$ cat src/sfd_regs.svh
`ifndef SFD_REGS_SVH
`define SFD_REGS_SVH

// ---------------------------------------------------------------
// register space
// ---------------------------------------------------------------
`define SFD_SFR_PAGE 8'hFF
`define SFD_RAM_PAGE 8'hFE
`define SFD_SADDR_SFR_LIMIT 8'h20

// ---------------------------------------------------------------
// read/write byte registers, in storage index order
// ---------------------------------------------------------------
`define SFD_NUM_RW 28
`define SFD_ADDR_PORT0_DATA 16'hFF00
`define SFD_ADDR_PORT1_DATA 16'hFF01
`define SFD_ADDR_PORT2_DATA 16'hFF02
`define SFD_ADDR_PORT3_DATA 16'hFF03
`define SFD_ADDR_PORT4_DATA 16'hFF04
`define SFD_ADDR_PORT5_DATA 16'hFF05
`define SFD_ADDR_PORT0_DIR 16'hFF20
`define SFD_ADDR_PORT1_DIR 16'hFF21
`define SFD_ADDR_PORT2_DIR 16'hFF22
`define SFD_ADDR_PORT3_DIR 16'hFF23
`define SFD_ADDR_PORT4_DIR 16'hFF24
`define SFD_ADDR_PORT5_DIR 16'hFF25
`define SFD_ADDR_TIMER2_CLK_SEL 16'hFF42
`define SFD_ADDR_TIMER8_CONTROL 16'hFF53
`define SFD_ADDR_TIMER16_CONTROL 16'hFF5B
`define SFD_ADDR_ASYNC_MODE 16'hFF70
`define SFD_ADDR_SYNC_MODE 16'hFF72
`define SFD_ADDR_BAUD_CONTROL 16'hFF73
`define SFD_ADDR_IRQ_FLAGS_0 16'hFFE0
`define SFD_ADDR_IRQ_FLAGS_1 16'hFFE1
`define SFD_ADDR_IRQ_MASKS_0 16'hFFE4
`define SFD_ADDR_IRQ_MASKS_1 16'hFFE5
`define SFD_ADDR_EXT_IRQ_EDGE 16'hFFEC
`define SFD_ADDR_KEY_RETURN 16'hFFF5
`define SFD_ADDR_PULLUP_OPTION 16'hFFF7
`define SFD_ADDR_WATCHDOG_MODE 16'hFFF9
`define SFD_ADDR_OSC_SETTLE 16'hFFFA
`define SFD_ADDR_CPU_CLOCK 16'hFFFB

// storage indices of the interrupt flag bytes
`define SFD_IDX_IRQ_FLAGS_0 18
`define SFD_IDX_IRQ_FLAGS_1 19

// one bit per storage index: single-bit access allowed
`define SFD_RW_BIT_OK 28'h3BC8FFF

// ---------------------------------------------------------------
// other registers
// ---------------------------------------------------------------
`define SFD_ADDR_SERIAL_SHIFT 16'hFF10
`define SFD_ADDR_COMPARE16_LO 16'hFF16
`define SFD_ADDR_COMPARE16_HI 16'hFF17
`define SFD_ADDR_TIMER16_LO 16'hFF18
`define SFD_ADDR_TIMER16_HI 16'hFF19
`define SFD_ADDR_CAPTURE16_LO 16'hFF1A
`define SFD_ADDR_CAPTURE16_HI 16'hFF1B
`define SFD_ADDR_COMPARE8 16'hFF50
`define SFD_ADDR_TIMER8 16'hFF51
`define SFD_ADDR_ASYNC_STATUS 16'hFF71

// ---------------------------------------------------------------
// reset values
// ---------------------------------------------------------------
`define SFD_RST_ZERO8 8'h00
`define SFD_RST_ONES8 8'hFF
`define SFD_RST_OSC_SETTLE 8'h04
`define SFD_RST_CPU_CLOCK 8'h02
`define SFD_RST_SERIAL_SHIFT 8'hFF
`define SFD_RST_COMPARE16 16'hFFFF
`define SFD_RST_COMPARE8 8'h00

`endif

$ cat src/sfd_pkg.sv
`default_nettype none

package sfd_pkg;

  // access width requested by the core
  typedef enum logic [1:0] {
    SFD_SIZE_BIT  = 2'h0,
    SFD_SIZE_BYTE = 2'h1,
    SFD_SIZE_WORD = 2'h3
  } sfd_size_t;

  // what an address resolves to inside the register page
  typedef enum logic [2:0] {
    SFD_CLS_NONE   = 3'h0,
    SFD_CLS_RW     = 3'h1,
    SFD_CLS_SERIAL = 3'h3,
    SFD_CLS_CMP16  = 3'h2,
    SFD_CLS_RO16   = 3'h6,
    SFD_CLS_CMP8   = 3'h7,
    SFD_CLS_RO8    = 3'h5,
    SFD_CLS_STATUS = 3'h4
  } sfd_class_t;

endpackage

`default_nettype wire

$ cat src/sfd_space_decode.sv
// Functional notes
// decode all registers in page FF00H..FFFFH
// accept only each register's listed widths
// core gives even address for word access
// FF10H: write transmit shift, read receive
// compare16 FF16H/17H write-only, resets FFFFH
// timer16 count FF18H/19H read-only, resets 0000H
// capture16 FF1AH/1BH read-only, no reset value
// those three also take byte access
// their word access only via short direct
// six direction registers read/write, reset FFH
// irq flag bytes bit/byte access, reset 00H
// irq mask bytes bit/byte access, reset FFH
// oscillator settle select byte only, reset 04H
// cpu clock control byte only, reset 02H
// async status read-only, bit and byte
// compare8 write-only byte; timer8 read-only
// reset loads every listed after-reset value
// short operand below 20H maps to FFxxH
// unmapped page addresses: writes ignored, read zero
`timescale 1ns/1ps
`include "sfd_regs.svh"
`default_nettype none

module sfd_space_decode (
  input wire logic clock_i,
  input wire logic rst_i,
  input wire logic req_i,
  input wire logic wr_i,
  input wire logic short_i,
  input wire logic [1:0] size_i,
  input wire logic [2:0] bit_sel_i,
  input wire logic [15:0] addr_i,
  input wire logic [15:0] wdata_i,
  input wire logic [7:0] rx_buffer_i,
  input wire logic [15:0] timer16_count_i,
  input wire logic [15:0] capture16_i,
  input wire logic [7:0] timer8_count_i,
  input wire logic [7:0] async_status_i,
  input wire logic [15:0] irq_set_i,
  output logic ack_o,
  output logic err_o,
  output logic [15:0] rdata_o,
  output logic [`SFD_NUM_RW*8-1:0] rw_regs_o,
  output logic [7:0] tx_shift_o,
  output logic tx_load_o,
  output logic [15:0] compare16_o,
  output logic compare16_wr_o,
  output logic [7:0] compare8_o,
  output logic compare8_wr_o
);

  localparam int NUM_RW = `SFD_NUM_RW;

  localparam logic [15:0] RW_ADDR [NUM_RW] = '{
    `SFD_ADDR_PORT0_DATA, `SFD_ADDR_PORT1_DATA, `SFD_ADDR_PORT2_DATA,
    `SFD_ADDR_PORT3_DATA, `SFD_ADDR_PORT4_DATA, `SFD_ADDR_PORT5_DATA,
    `SFD_ADDR_PORT0_DIR, `SFD_ADDR_PORT1_DIR, `SFD_ADDR_PORT2_DIR,
    `SFD_ADDR_PORT3_DIR, `SFD_ADDR_PORT4_DIR, `SFD_ADDR_PORT5_DIR,
    `SFD_ADDR_TIMER2_CLK_SEL, `SFD_ADDR_TIMER8_CONTROL,
    `SFD_ADDR_TIMER16_CONTROL, `SFD_ADDR_ASYNC_MODE,
    `SFD_ADDR_SYNC_MODE, `SFD_ADDR_BAUD_CONTROL,
    `SFD_ADDR_IRQ_FLAGS_0, `SFD_ADDR_IRQ_FLAGS_1,
    `SFD_ADDR_IRQ_MASKS_0, `SFD_ADDR_IRQ_MASKS_1,
    `SFD_ADDR_EXT_IRQ_EDGE, `SFD_ADDR_KEY_RETURN,
    `SFD_ADDR_PULLUP_OPTION, `SFD_ADDR_WATCHDOG_MODE,
    `SFD_ADDR_OSC_SETTLE, `SFD_ADDR_CPU_CLOCK
  };

  // after-reset values, same order as the addresses
  localparam logic [7:0] RW_RESET [NUM_RW] = '{
    `SFD_RST_ZERO8, `SFD_RST_ZERO8, `SFD_RST_ZERO8,
    `SFD_RST_ZERO8, `SFD_RST_ZERO8, `SFD_RST_ZERO8,
    `SFD_RST_ONES8, `SFD_RST_ONES8, `SFD_RST_ONES8,
    `SFD_RST_ONES8, `SFD_RST_ONES8, `SFD_RST_ONES8,
    `SFD_RST_ZERO8, `SFD_RST_ZERO8, `SFD_RST_ZERO8,
    `SFD_RST_ZERO8, `SFD_RST_ZERO8, `SFD_RST_ZERO8,
    `SFD_RST_ZERO8, `SFD_RST_ZERO8,
    `SFD_RST_ONES8, `SFD_RST_ONES8,
    `SFD_RST_ZERO8, `SFD_RST_ZERO8, `SFD_RST_ZERO8, `SFD_RST_ZERO8,
    `SFD_RST_OSC_SETTLE, `SFD_RST_CPU_CLOCK
  };

  localparam logic [NUM_RW-1:0] RW_BIT_OK = `SFD_RW_BIT_OK;

  logic [7:0] rw_r [NUM_RW];
  logic [NUM_RW-1:0] rw_hit;
  logic [15:0] eff_addr;
  logic in_space;
  sfd_pkg::sfd_size_t size;
  sfd_pkg::sfd_class_t cls;
  logic legal;
  logic do_write;
  logic [7:0] rd_byte;
  logic [15:0] rd_word;
  logic [15:0] rdata_nxt;
  logic [7:0] tx_shift_r;
  logic [15:0] compare16_r;
  logic [7:0] compare8_r;

  assign size = sfd_pkg::sfd_size_t'(size_i);

  // ---------------------------------------------------------------
  // effective address
  // ---------------------------------------------------------------
  // a short operand at or above 20H lands in RAM, which is not ours
  always_comb
  begin
    eff_addr = addr_i;
    in_space = 1'h1;
    if (short_i)
    begin
      if (addr_i[7:0] < `SFD_SADDR_SFR_LIMIT)
        eff_addr = {`SFD_SFR_PAGE, addr_i[7:0]};
      else
      begin
        eff_addr = {`SFD_RAM_PAGE, addr_i[7:0]};
        in_space = 1'h0;
      end
    end
    else if (addr_i[15:8] != `SFD_SFR_PAGE)
      in_space = 1'h0;
  end

  // ---------------------------------------------------------------
  // address decode and width check
  // ---------------------------------------------------------------
  always_comb
  begin
    cls = sfd_pkg::SFD_CLS_NONE;
    if (|rw_hit)
      cls = sfd_pkg::SFD_CLS_RW;
    else if (eff_addr == `SFD_ADDR_SERIAL_SHIFT)
      cls = sfd_pkg::SFD_CLS_SERIAL;
    else if (eff_addr == `SFD_ADDR_COMPARE16_LO ||
             eff_addr == `SFD_ADDR_COMPARE16_HI)
      cls = sfd_pkg::SFD_CLS_CMP16;
    else if (eff_addr == `SFD_ADDR_TIMER16_LO ||
             eff_addr == `SFD_ADDR_TIMER16_HI ||
             eff_addr == `SFD_ADDR_CAPTURE16_LO ||
             eff_addr == `SFD_ADDR_CAPTURE16_HI)
      cls = sfd_pkg::SFD_CLS_RO16;
    else if (eff_addr == `SFD_ADDR_COMPARE8)
      cls = sfd_pkg::SFD_CLS_CMP8;
    else if (eff_addr == `SFD_ADDR_TIMER8)
      cls = sfd_pkg::SFD_CLS_RO8;
    else if (eff_addr == `SFD_ADDR_ASYNC_STATUS)
      cls = sfd_pkg::SFD_CLS_STATUS;
  end

  // word access: short form only, even address only
  always_comb
  begin
    legal = 1'h0;
    case (cls)
      sfd_pkg::SFD_CLS_RW:
        legal = (size == sfd_pkg::SFD_SIZE_BYTE) ||
                (size == sfd_pkg::SFD_SIZE_BIT &&
                 |(rw_hit & RW_BIT_OK));
      sfd_pkg::SFD_CLS_SERIAL:
        legal = (size == sfd_pkg::SFD_SIZE_BYTE);
      sfd_pkg::SFD_CLS_CMP16,
      sfd_pkg::SFD_CLS_RO16:
        legal = ((cls == sfd_pkg::SFD_CLS_CMP16) == wr_i) &&
                ((size == sfd_pkg::SFD_SIZE_BYTE) ||
                 (size == sfd_pkg::SFD_SIZE_WORD && short_i &&
                  !eff_addr[0]));
      sfd_pkg::SFD_CLS_CMP8:
        legal = wr_i && size == sfd_pkg::SFD_SIZE_BYTE;
      sfd_pkg::SFD_CLS_RO8:
        legal = !wr_i && size == sfd_pkg::SFD_SIZE_BYTE;
      sfd_pkg::SFD_CLS_STATUS:
        legal = !wr_i && (size == sfd_pkg::SFD_SIZE_BIT ||
                          size == sfd_pkg::SFD_SIZE_BYTE);
      default:
        legal = (size == sfd_pkg::SFD_SIZE_BIT ||
                 size == sfd_pkg::SFD_SIZE_BYTE);
    endcase
  end

  assign do_write = req_i && wr_i && in_space && legal;

  // ---------------------------------------------------------------
  // read/write byte registers
  // ---------------------------------------------------------------
  // hardware interrupt events OR in after the write, so a set that
  // meets a software clear in the same cycle is kept
  genvar gi;
  for (gi = 0; gi < NUM_RW; gi++)
  begin : g_rw
    logic [7:0] wr_byte;
    logic [7:0] set_bits;

    assign rw_hit[gi] = (eff_addr == RW_ADDR[gi]);

    always_comb
    begin
      wr_byte = rw_r[gi];
      if (do_write && rw_hit[gi])
      begin
        if (size == sfd_pkg::SFD_SIZE_BIT)
          wr_byte[bit_sel_i] = wdata_i[0];
        else
          wr_byte = wdata_i[7:0];
      end
    end

    if (gi == `SFD_IDX_IRQ_FLAGS_0)
    begin : g_flags0
      assign set_bits = irq_set_i[7:0];
    end
    else if (gi == `SFD_IDX_IRQ_FLAGS_1)
    begin : g_flags1
      assign set_bits = irq_set_i[15:8];
    end
    else
    begin : g_plain
      assign set_bits = '0;
    end

    always_ff @(posedge clock_i)
    begin
      if (rst_i)
      begin
        rw_r[gi] <= RW_RESET[gi];
      end
      else
      begin
        rw_r[gi] <= wr_byte | set_bits;
      end
    end

    assign rw_regs_o[gi*8 +: 8] = rw_r[gi];
  end

  // ---------------------------------------------------------------
  // write-only registers and their load strobes
  // ---------------------------------------------------------------
  always_ff @(posedge clock_i)
  begin
    if (rst_i)
    begin
      tx_shift_r <= `SFD_RST_SERIAL_SHIFT;
      tx_load_o <= 1'h0;
    end
    else
    begin
      tx_load_o <= do_write && cls == sfd_pkg::SFD_CLS_SERIAL;
      if (do_write && cls == sfd_pkg::SFD_CLS_SERIAL)
        tx_shift_r <= wdata_i[7:0];
    end
  end

  always_ff @(posedge clock_i)
  begin
    if (rst_i)
    begin
      compare16_r <= `SFD_RST_COMPARE16;
      compare16_wr_o <= 1'h0;
    end
    else
    begin
      compare16_wr_o <= do_write && cls == sfd_pkg::SFD_CLS_CMP16;
      if (do_write && cls == sfd_pkg::SFD_CLS_CMP16)
      begin
        if (size == sfd_pkg::SFD_SIZE_WORD)
          compare16_r <= wdata_i;
        else if (eff_addr[0])
          compare16_r[15:8] <= wdata_i[7:0];
        else
          compare16_r[7:0] <= wdata_i[7:0];
      end
    end
  end

  // compare8 has no documented reset value; zero keeps it defined
  always_ff @(posedge clock_i)
  begin
    if (rst_i)
    begin
      compare8_r <= `SFD_RST_COMPARE8;
      compare8_wr_o <= 1'h0;
    end
    else
    begin
      compare8_wr_o <= do_write && cls == sfd_pkg::SFD_CLS_CMP8;
      if (do_write && cls == sfd_pkg::SFD_CLS_CMP8)
        compare8_r <= wdata_i[7:0];
    end
  end

  assign tx_shift_o = tx_shift_r;
  assign compare16_o = compare16_r;
  assign compare8_o = compare8_r;

  // ---------------------------------------------------------------
  // read path
  // ---------------------------------------------------------------
  // count and capture come from the timer on this clock, so a word
  // read samples both halves in the same cycle
  always_comb
  begin
    rd_byte = '0;
    rd_word = '0;
    for (int i = 0; i < NUM_RW; i++)
    begin
      if (rw_hit[i])
        rd_byte = rw_r[i];
    end
    case (cls)
      sfd_pkg::SFD_CLS_SERIAL:
        rd_byte = rx_buffer_i;
      sfd_pkg::SFD_CLS_RO16:
      begin
        rd_word = (eff_addr[1]) ? capture16_i
                                : timer16_count_i;
        rd_byte = (eff_addr[0]) ? rd_word[15:8] : rd_word[7:0];
      end
      sfd_pkg::SFD_CLS_RO8:
        rd_byte = timer8_count_i;
      sfd_pkg::SFD_CLS_STATUS:
        rd_byte = async_status_i;
      default:
        rd_word = '0;
    endcase
  end

  always_comb
  begin
    rdata_nxt = '0;
    if (req_i && !wr_i && in_space && legal)
    begin
      case (size)
        sfd_pkg::SFD_SIZE_BIT:
          rdata_nxt = {15'h0000, rd_byte[bit_sel_i]};
        sfd_pkg::SFD_SIZE_WORD:
          rdata_nxt = rd_word;
        default:
          rdata_nxt = {8'h00, rd_byte};
      endcase
    end
  end

  // ---------------------------------------------------------------
  // answer to the core
  // ---------------------------------------------------------------
  always_ff @(posedge clock_i)
  begin
    if (rst_i)
    begin
      ack_o <= 1'h0;
      err_o <= 1'h0;
      rdata_o <= '0;
    end
    else
    begin
      ack_o <= req_i && in_space;
      err_o <= req_i && in_space && !legal;
      rdata_o <= rdata_nxt;
    end
  end

endmodule

`default_nettype wire

$ cat config.mk
export PLATFORM = sky130hd
export DESIGN_NAME = sfd_space_decode
export DESIGN_NICKNAME = d
export VERILOG_FILES = /design/src/sfd_pkg.sv /design/src/sfd_space_decode.sv
export VERILOG_INCLUDE_DIRS = /design/src
export SDC_FILE = /design/constraint.sdc
export NUM_CORES = 1
export LEC_CHECK = 0
export CORE_MARGIN = 10
export CORE_UTILIZATION = 50
export CTS_CLUSTER_SIZE = 8
export DETAILED_ROUTE_END_ITERATION = 8
export DONT_BUFFER_PORTS = 1
export HOLD_SLACK_MARGIN = 0.06
export PLACE_DENSITY = 0.76
export SYNTH_ARGS = -nofsm -noshare
export SYNTH_HDL_FRONTEND = slang
export SYNTH_SLANG_ARGS = --single-unit
$ cat constraint.sdc
create_clock -name clock_i -period 3.8 [get_ports clock_i]
set_input_delay 0.76 -clock clock_i [delete_from_list [all_inputs] [get_ports clock_i]]
set_output_delay 0.76 -clock clock_i [all_outputs]
set_load 0.02 [all_outputs]
# After elaboration in Yosys (flattened, before gate mapping)
# Memory sizes are Yosys's and may differ from the RTL's.
# Cells that the tools add are included.
# totals
ff_bits	53
in_bits	114
elab_cells	328
out_inout_bits	277
ramBits	224
n_memories	1
# mem_list
name	words	word_bits	read_ports	rd_ports_with_merged_regs	write_ports	line_no	text
rw_r	28	8	28	0	28	sfd_space_decode.sv:86	logic [7:0] rw_r [NUM_RW];
# op_classes
muxes	168
bitwise_logic	31
n_reduce_logical	65
eq_ne	50
magnitude_cmp	3
# op_table
cell	n
8-bit 2-to-1 mux	115
16-bit equality test, second input constant	38
8-bit bitwise mux	28
16-bit 2-to-1 mux	4
1-bit logical AND	47
16-bit one-hot mux with 2 select lines	1
8-bit one-hot mux with 4 select lines	1
1-bit bitwise OR	28
28-bit OR reduction	1
3-bit 2-to-1 mux	7
20-bit OR reduction	1
8-bit bitwise OR	2
3-bit equality test, second input constant	4
9-bit 2-to-1 mux	1
8-bit by 6-bit < comparator with 1-bit output, second input constant	1
1-bit 2-to-1 mux	8
8-bit != test, second input constant	1
1-bit logical OR	7
3-bit by 2-bit equality test with 1-bit output, second input constant	2
1-bit one-hot mux with 6 select lines	1
3-bit by 4-bit < comparator with 1-bit output, second input constant	1
2-bit AND reduction	2
2-bit OR reduction	2
1-bit binary-select mux with 3-bit select	1
other kinds (11)	13

# Depth between registers and ports, before layout
# depth
ltp_word	36
ltp_mapped	16
ltp_nobuf	11

# Least setup slack after synthesis
# Ideal clock, no wire load.
# synth_timing
path_type	input -> register
startpoint	input addr_i[6]
endpoint	register compare16_r[10], in the netlist compare16_o[10]
arrival_time_ns	3.754
required_time_ns	3.671
stages	13
n_path_buf	3
path_slack_ns	-0.083
cell_sequence	buf_6 -> nand2b_1 -> clkbuf_2 -> nor4_4 -> a32o_1 -> or4_1 -> or4b_1 -> a311o_1 -> buf_6 -> or4_4 -> a21oi_4 -> mux2i_1 -> nand2_1
# synth_via
elab_chain_cells	18
word_cells_on_any_way	73
cone_classes	1 x order compare; 46 x eq/ne; 12 x mux; 14 x reduce/logical
# synth_rtl
item	line_no	text
from (decl)	sfd_space_decode.sv:33	input wire logic [15:0] addr_i,
8-bit by 6-bit < comparator with 1-bit output (no line)	n/a	
9-bit 2-to-1 mux	sfd_space_decode.sv:113	if (addr_i[7:0] < `SFD_SADDR_SFR_LIMIT)
16-bit 2-to-1 mux	sfd_space_decode.sv:111	if (short_i)
16-bit equality test (no line)	n/a	
3-bit 2-to-1 mux / 1-bit logical OR (equally long branches) (3 in a row)	n/a	
3-bit 2-to-1 mux	sfd_space_decode.sv:138	else if (eff_addr == `SFD_ADDR_TIMER16_LO ||
3-bit 2-to-1 mux	sfd_space_decode.sv:135	else if (eff_addr == `SFD_ADDR_COMPARE16_LO ||
3-bit 2-to-1 mux	sfd_space_decode.sv:133	else if (eff_addr == `SFD_ADDR_SERIAL_SHIFT)
3-bit 2-to-1 mux	sfd_space_decode.sv:131	if (|rw_hit)
3-bit by 2-bit equality test with 1-bit output	sfd_space_decode.sv:155, sfd_space_decode.sv:164, sfd_space_decode.sv:264	
1-bit equality test	sfd_space_decode.sv:164	legal = ((cls == sfd_pkg::SFD_CLS_CMP16) == wr_i) &&
1-bit logical AND	sfd_space_decode.sv:164	
1-bit one-hot mux with 6 select lines	sfd_space_decode.sv:155	case (cls)
1-bit logical AND	sfd_space_decode.sv:181	assign do_write = req_i && wr_i && in_space && legal;
1-bit logical AND *	sfd_space_decode.sv:264	if (do_write && cls == sfd_pkg::SFD_CLS_CMP16)
2-bit AND reduction (no line) *	n/a	
to (signal assigned)	sfd_space_decode.sv:258	compare16_r <= `SFD_RST_COMPARE16;
to (signal assigned)	sfd_space_decode.sv:267	compare16_r <= wdata_i;
to (signal assigned)	sfd_space_decode.sv:269	compare16_r[15:8] <= wdata_i[7:0];
to (decl)	sfd_space_decode.sv:98	logic [15:0] compare16_r;
# Every way passes the cells marked *; elsewhere a longest branch is shown, timed or not.
# A chain may end at the register's enable or synchronous reset.

# Worst setup path in the final report
# layout_timing
startpoint	input addr_i[11]
endpoint	register rdata_o[0]
# layout_via
elab_chain_cells	34
word_cells_on_any_way	105
cone_classes	47 x eq/ne; 44 x mux; 1 x bitwise; 13 x reduce/logical
# layout_rtl
item	line_no	text
16-bit 2-to-1 mux	sfd_space_decode.sv:111	
16-bit equality test	sfd_space_decode.sv:194	assign rw_hit[gi] = (eff_addr == RW_ADDR[gi]);
8-bit 2-to-1 mux (28 in a row)	sfd_space_decode.sv:307	if (rw_hit[i])
8-bit one-hot mux with 4 select lines	sfd_space_decode.sv:310	case (cls)
1-bit binary-select mux with 3-bit select	sfd_space_decode.sv:335	rdata_nxt = {15'h0000, rd_byte[bit_sel_i]};
1-bit 2-to-1 mux (not written as such)	sfd_space_decode.sv:335	
16-bit one-hot mux with 2 select lines	sfd_space_decode.sv:333	case (size)
to (signal assigned)	sfd_space_decode.sv:359	rdata_o <= rdata_nxt;
to (decl)	sfd_space_decode.sv:43	output logic [15:0] rdata_o,
# Parallel ways exist; a longest one is shown, timed or not. The select of a mux whose other input is x is not followed.

==> run metrics <==
Critical R2R Capture=rdata_o[0]; unrepaired setup endpoints after global routing=false; hpwl dp=59.91 mm; Post-synth EDFFs=0; CTS Sinks=277; kind of critical path=in -> reg; total core area=28,700 um2; vias in the first global route=15,280; Synth Cell Area=14,580 um2; worst skew pair latency=approximately 0.53 ns; critical path data arrival time=~4.0 ns; chip height=between 150 and 200 um; largest area contributor in the netlist=dfxtp_1; Final Setup Violations=0; register area share after synthesis=roughly two fifths; post-CTS sizing=0; Power Density=about 380 nW/um2; Critical-path top delay cell=or4b_2; CTS tree=yes; Sequential Area=5545 um2; Area growth syn-to-layout=18.25%; non-filler instance count after layout=2,222; Slew HR=roughly 14%; M3 GR Usage=approximately 14%; critical path cell sequence=nand4_4 > buf_4 > or4b_2 > buf_12 > nor2_1 > a32oi_1 > and3_1 > o21ai_0 > a21oi_1 > o31ai_1 > a21oi_1 > o41ai_1; Fmax=about 280 MHz; GPL Wtd Cong=between 1 and 1.5; outcome=complete, no violations; delay-heaviest family, CP=simple AND/OR/NAND/NOR gates; DRC Markers=0; Post-Syn Nets=1,889; FF-to-FF Start=rw_r[1][14]; Reg2Reg Setup Slack=0.54 ns; clock slew at reported path FFs=about 0.05 ns; num ports=approximately 390; max_cap viols=0; grt met1 use=between 40% and 50%; critical path capture point type=flip-flop; Least-Margin Pin Slew=roughly 1.3 ns; post-CTS setup buffer count=0; CTS H-tree depth=2; Hold Path Depth=2; total chip power=0.006564 W; antenna-violating nets left=0; site row count=62; layout cell share with drive strength beyond 1=~18%; total number of vias=between 15,000 and 20,000; root buffer cell=clkbuf_16; wire length per cell=roughly 36 um; Crit path largest cell delay=roughly 0.79 ns; Main synth FF type=dfxtp_1; Fin. Hold Viols=0; number of port buffers=0; Critical Path Fanout Max=14; Netlist cell types=90; Worst setup SP type=input port; die footprint=approximately 36,000 um2; Hold EP=rw_r[9][7]; CP Buf/Inv Count=2; fin area=~17,000 um2; CTS Hold Bufs=0; Post-Synthesis Cells=1,772; ANT cells=0; die width=190.8 um; worst min-delay path class=in -> reg; most common cell in the synthesized netlist=dfxtp_1; initial antenna violation count=1; total gr overflow=0; Final period util=93.54%; Num CTS Buffers=40; R2R cell count=10; ys async rst share=0%; clock skew=0.007419 ns; largest net degree at the start of global routing=between 200 and 250; final WL=between 70 and 80 mm; LEAKAGE=between 5 and 6 nW; drt first pass iters=6; Cells after DPL=between 2,000 and 2,500; Commonest cells post-synth=dfxtp_1 (277), nand2_1 (172), a21oi_1 (155); met2 Use GR=63.48%; multi-input logic area=8317 um2; Initial Util=between 50 and 60%; CP most frequent cell=a21oi_1; most area-consuming cells after synthesis=dfxtp_1 (38%), a21oi_1 (5.3%), a211oi_1 (4.6%); Pins Over Slew Limit=0; dpl cell area=about 16,000 um2; post-DR vias/cell=roughly 7.4; post-route minimum period=3.554 ns; Fillers=approximately 2,600; share of the synthesized area in the top cell type=between 30% and 40%; hold_sp=irq_set_i[7]; GRT Resource Usage Total=41.00%; Critical Path RT=4.23 ns; busiest grt layer=met2; Post-Syn Area per Cell=about 8.2 um2; peak supply drop=0.3775 mV; NumNets Final=around 2,000; clk buf depth=3; Synth Warn #=0; Initial DRC Count=between 2,000 and 2,500; first-pass GRT wire length=~110 mm; flip-flop and latch count after synthesis=between 200 and 300
==> area by class of cell <==
cell class	instances	share of cell area, %
Clock buffer	44	6.017
Clock inverter	2	0.2685
Inverter	19	0.4137
Multi-Input combinational cell	1299	48.24
Sequential cell	277	32.17
Tap cell	384	2.787
Timing Repair Buffer	197	10.10
==> cells in the final DEF, fill, tap and decap left out, types with 9 or more instances in the layout <==
master	instances
o21ai_0	66
a221o_1	10
a2bb2oi_1	9
a21oi_1	153
a211oi_1	90
nor2_1	135
nand4_1	11
a31o_2	10
inv_1	18
clkbuf_16	41
mux2i_1	63
dfxtp_1	277
nand2_1	172
a311oi_1	69
o211ai_1	13
o22ai_1	35
nand3b_1	13
o32ai_1	9
a31oi_1	68
buf_4	176
nor3_1	46
buf_12	21
mux2_2	12
a22oi_1	12
or4_1	11
or3_1	15
nor2b_1	18
nand3_1	59
nor4_1	11
and2_1	9
==> state kept, by name, summed over array words and instances (netlist names) <==
signal and cells:
err_o 1, compare8_o 8, compare8_wr_o 1, compare16_o 16, ack_o 1, tx_shift_o 8
rw_r 224, tx_load_o 1, rdata_o 16, compare16_wr_o 1
==> per-stage QoR <==
stage	hold WS, ns	utilization, %	setup TNS, ns	setup WS, ns
after floorplan	0.5448	-	-0.6690	-0.04184
after global placement	0.5683	56.29	-0.9899	-0.1858
after detailed placement	0.5731	56.29	-2.399	-0.2082
after CTS	0.3293	60.06	0	0.3334
after global routing	0.3235	60.06	0	0.1771
final	0.3529	60.06	0	0.2457
==> where the power goes <==
| group | total [W] | internal, W | switching [W] |
|---|---|---|---|
| logic | 0.000406 | 0.000142 | 0.000264 |
| clock network | 0.00320 | 0.00191 | 0.00129 |
| registers | 0.00296 | 0.00292 | 0.0000343 |
| total | 0.00656 | 0.00498 | 0.00159 |
==> worst register-to-register path, delay by kind of cell (launching register included) <==
kind / cells / cell delay (ns)
AOI/OAI and AO/OA: 7 / 1.64
and+or+nand+nor: 2 / 0.55
muxes: 1 / 0.54
DFF: 1 / 0.42
==> per-layer routing <==
metal | vias up | share of wire (%)
met5 | - | 0
li1 | 6888 | -
met4 | 0 | 6.8
met3 | 304 | 14
met1 | 7856 | 36
met2 | 1448 | 43
==> cell families (layout without fill, tap and decap cells) <==
family | Yosys count | after routing | synth area share (%)
mux | 80 | 80 | 6.025
compound gates | 639 | 639 | 30.04
fa+ha+maj | 3 | 3 | 0.2575
buf+inv | 196 | 262 | 5.690
simple gates | 577 | 577 | 19.95
flops | 277 | 277 | 38.04
==> how the worst max path moves through the flow <==
stage                     startpoint  depth (start not counted)         endpoint  slack (ns)
after floorplan            addr_i[1]                         12  compare16_o[10]       -0.04
after global placement    addr_i[11]                         12       rdata_o[0]       -0.19
after detailed placement  addr_i[11]                         12       rdata_o[0]       -0.21
after CTS                 addr_i[11]                         12       rdata_o[0]        0.33
after global routing      addr_i[11]                         12       rdata_o[0]        0.18
final                     addr_i[11]                         12       rdata_o[0]        0.25
(Power assumes the default switching activity.)
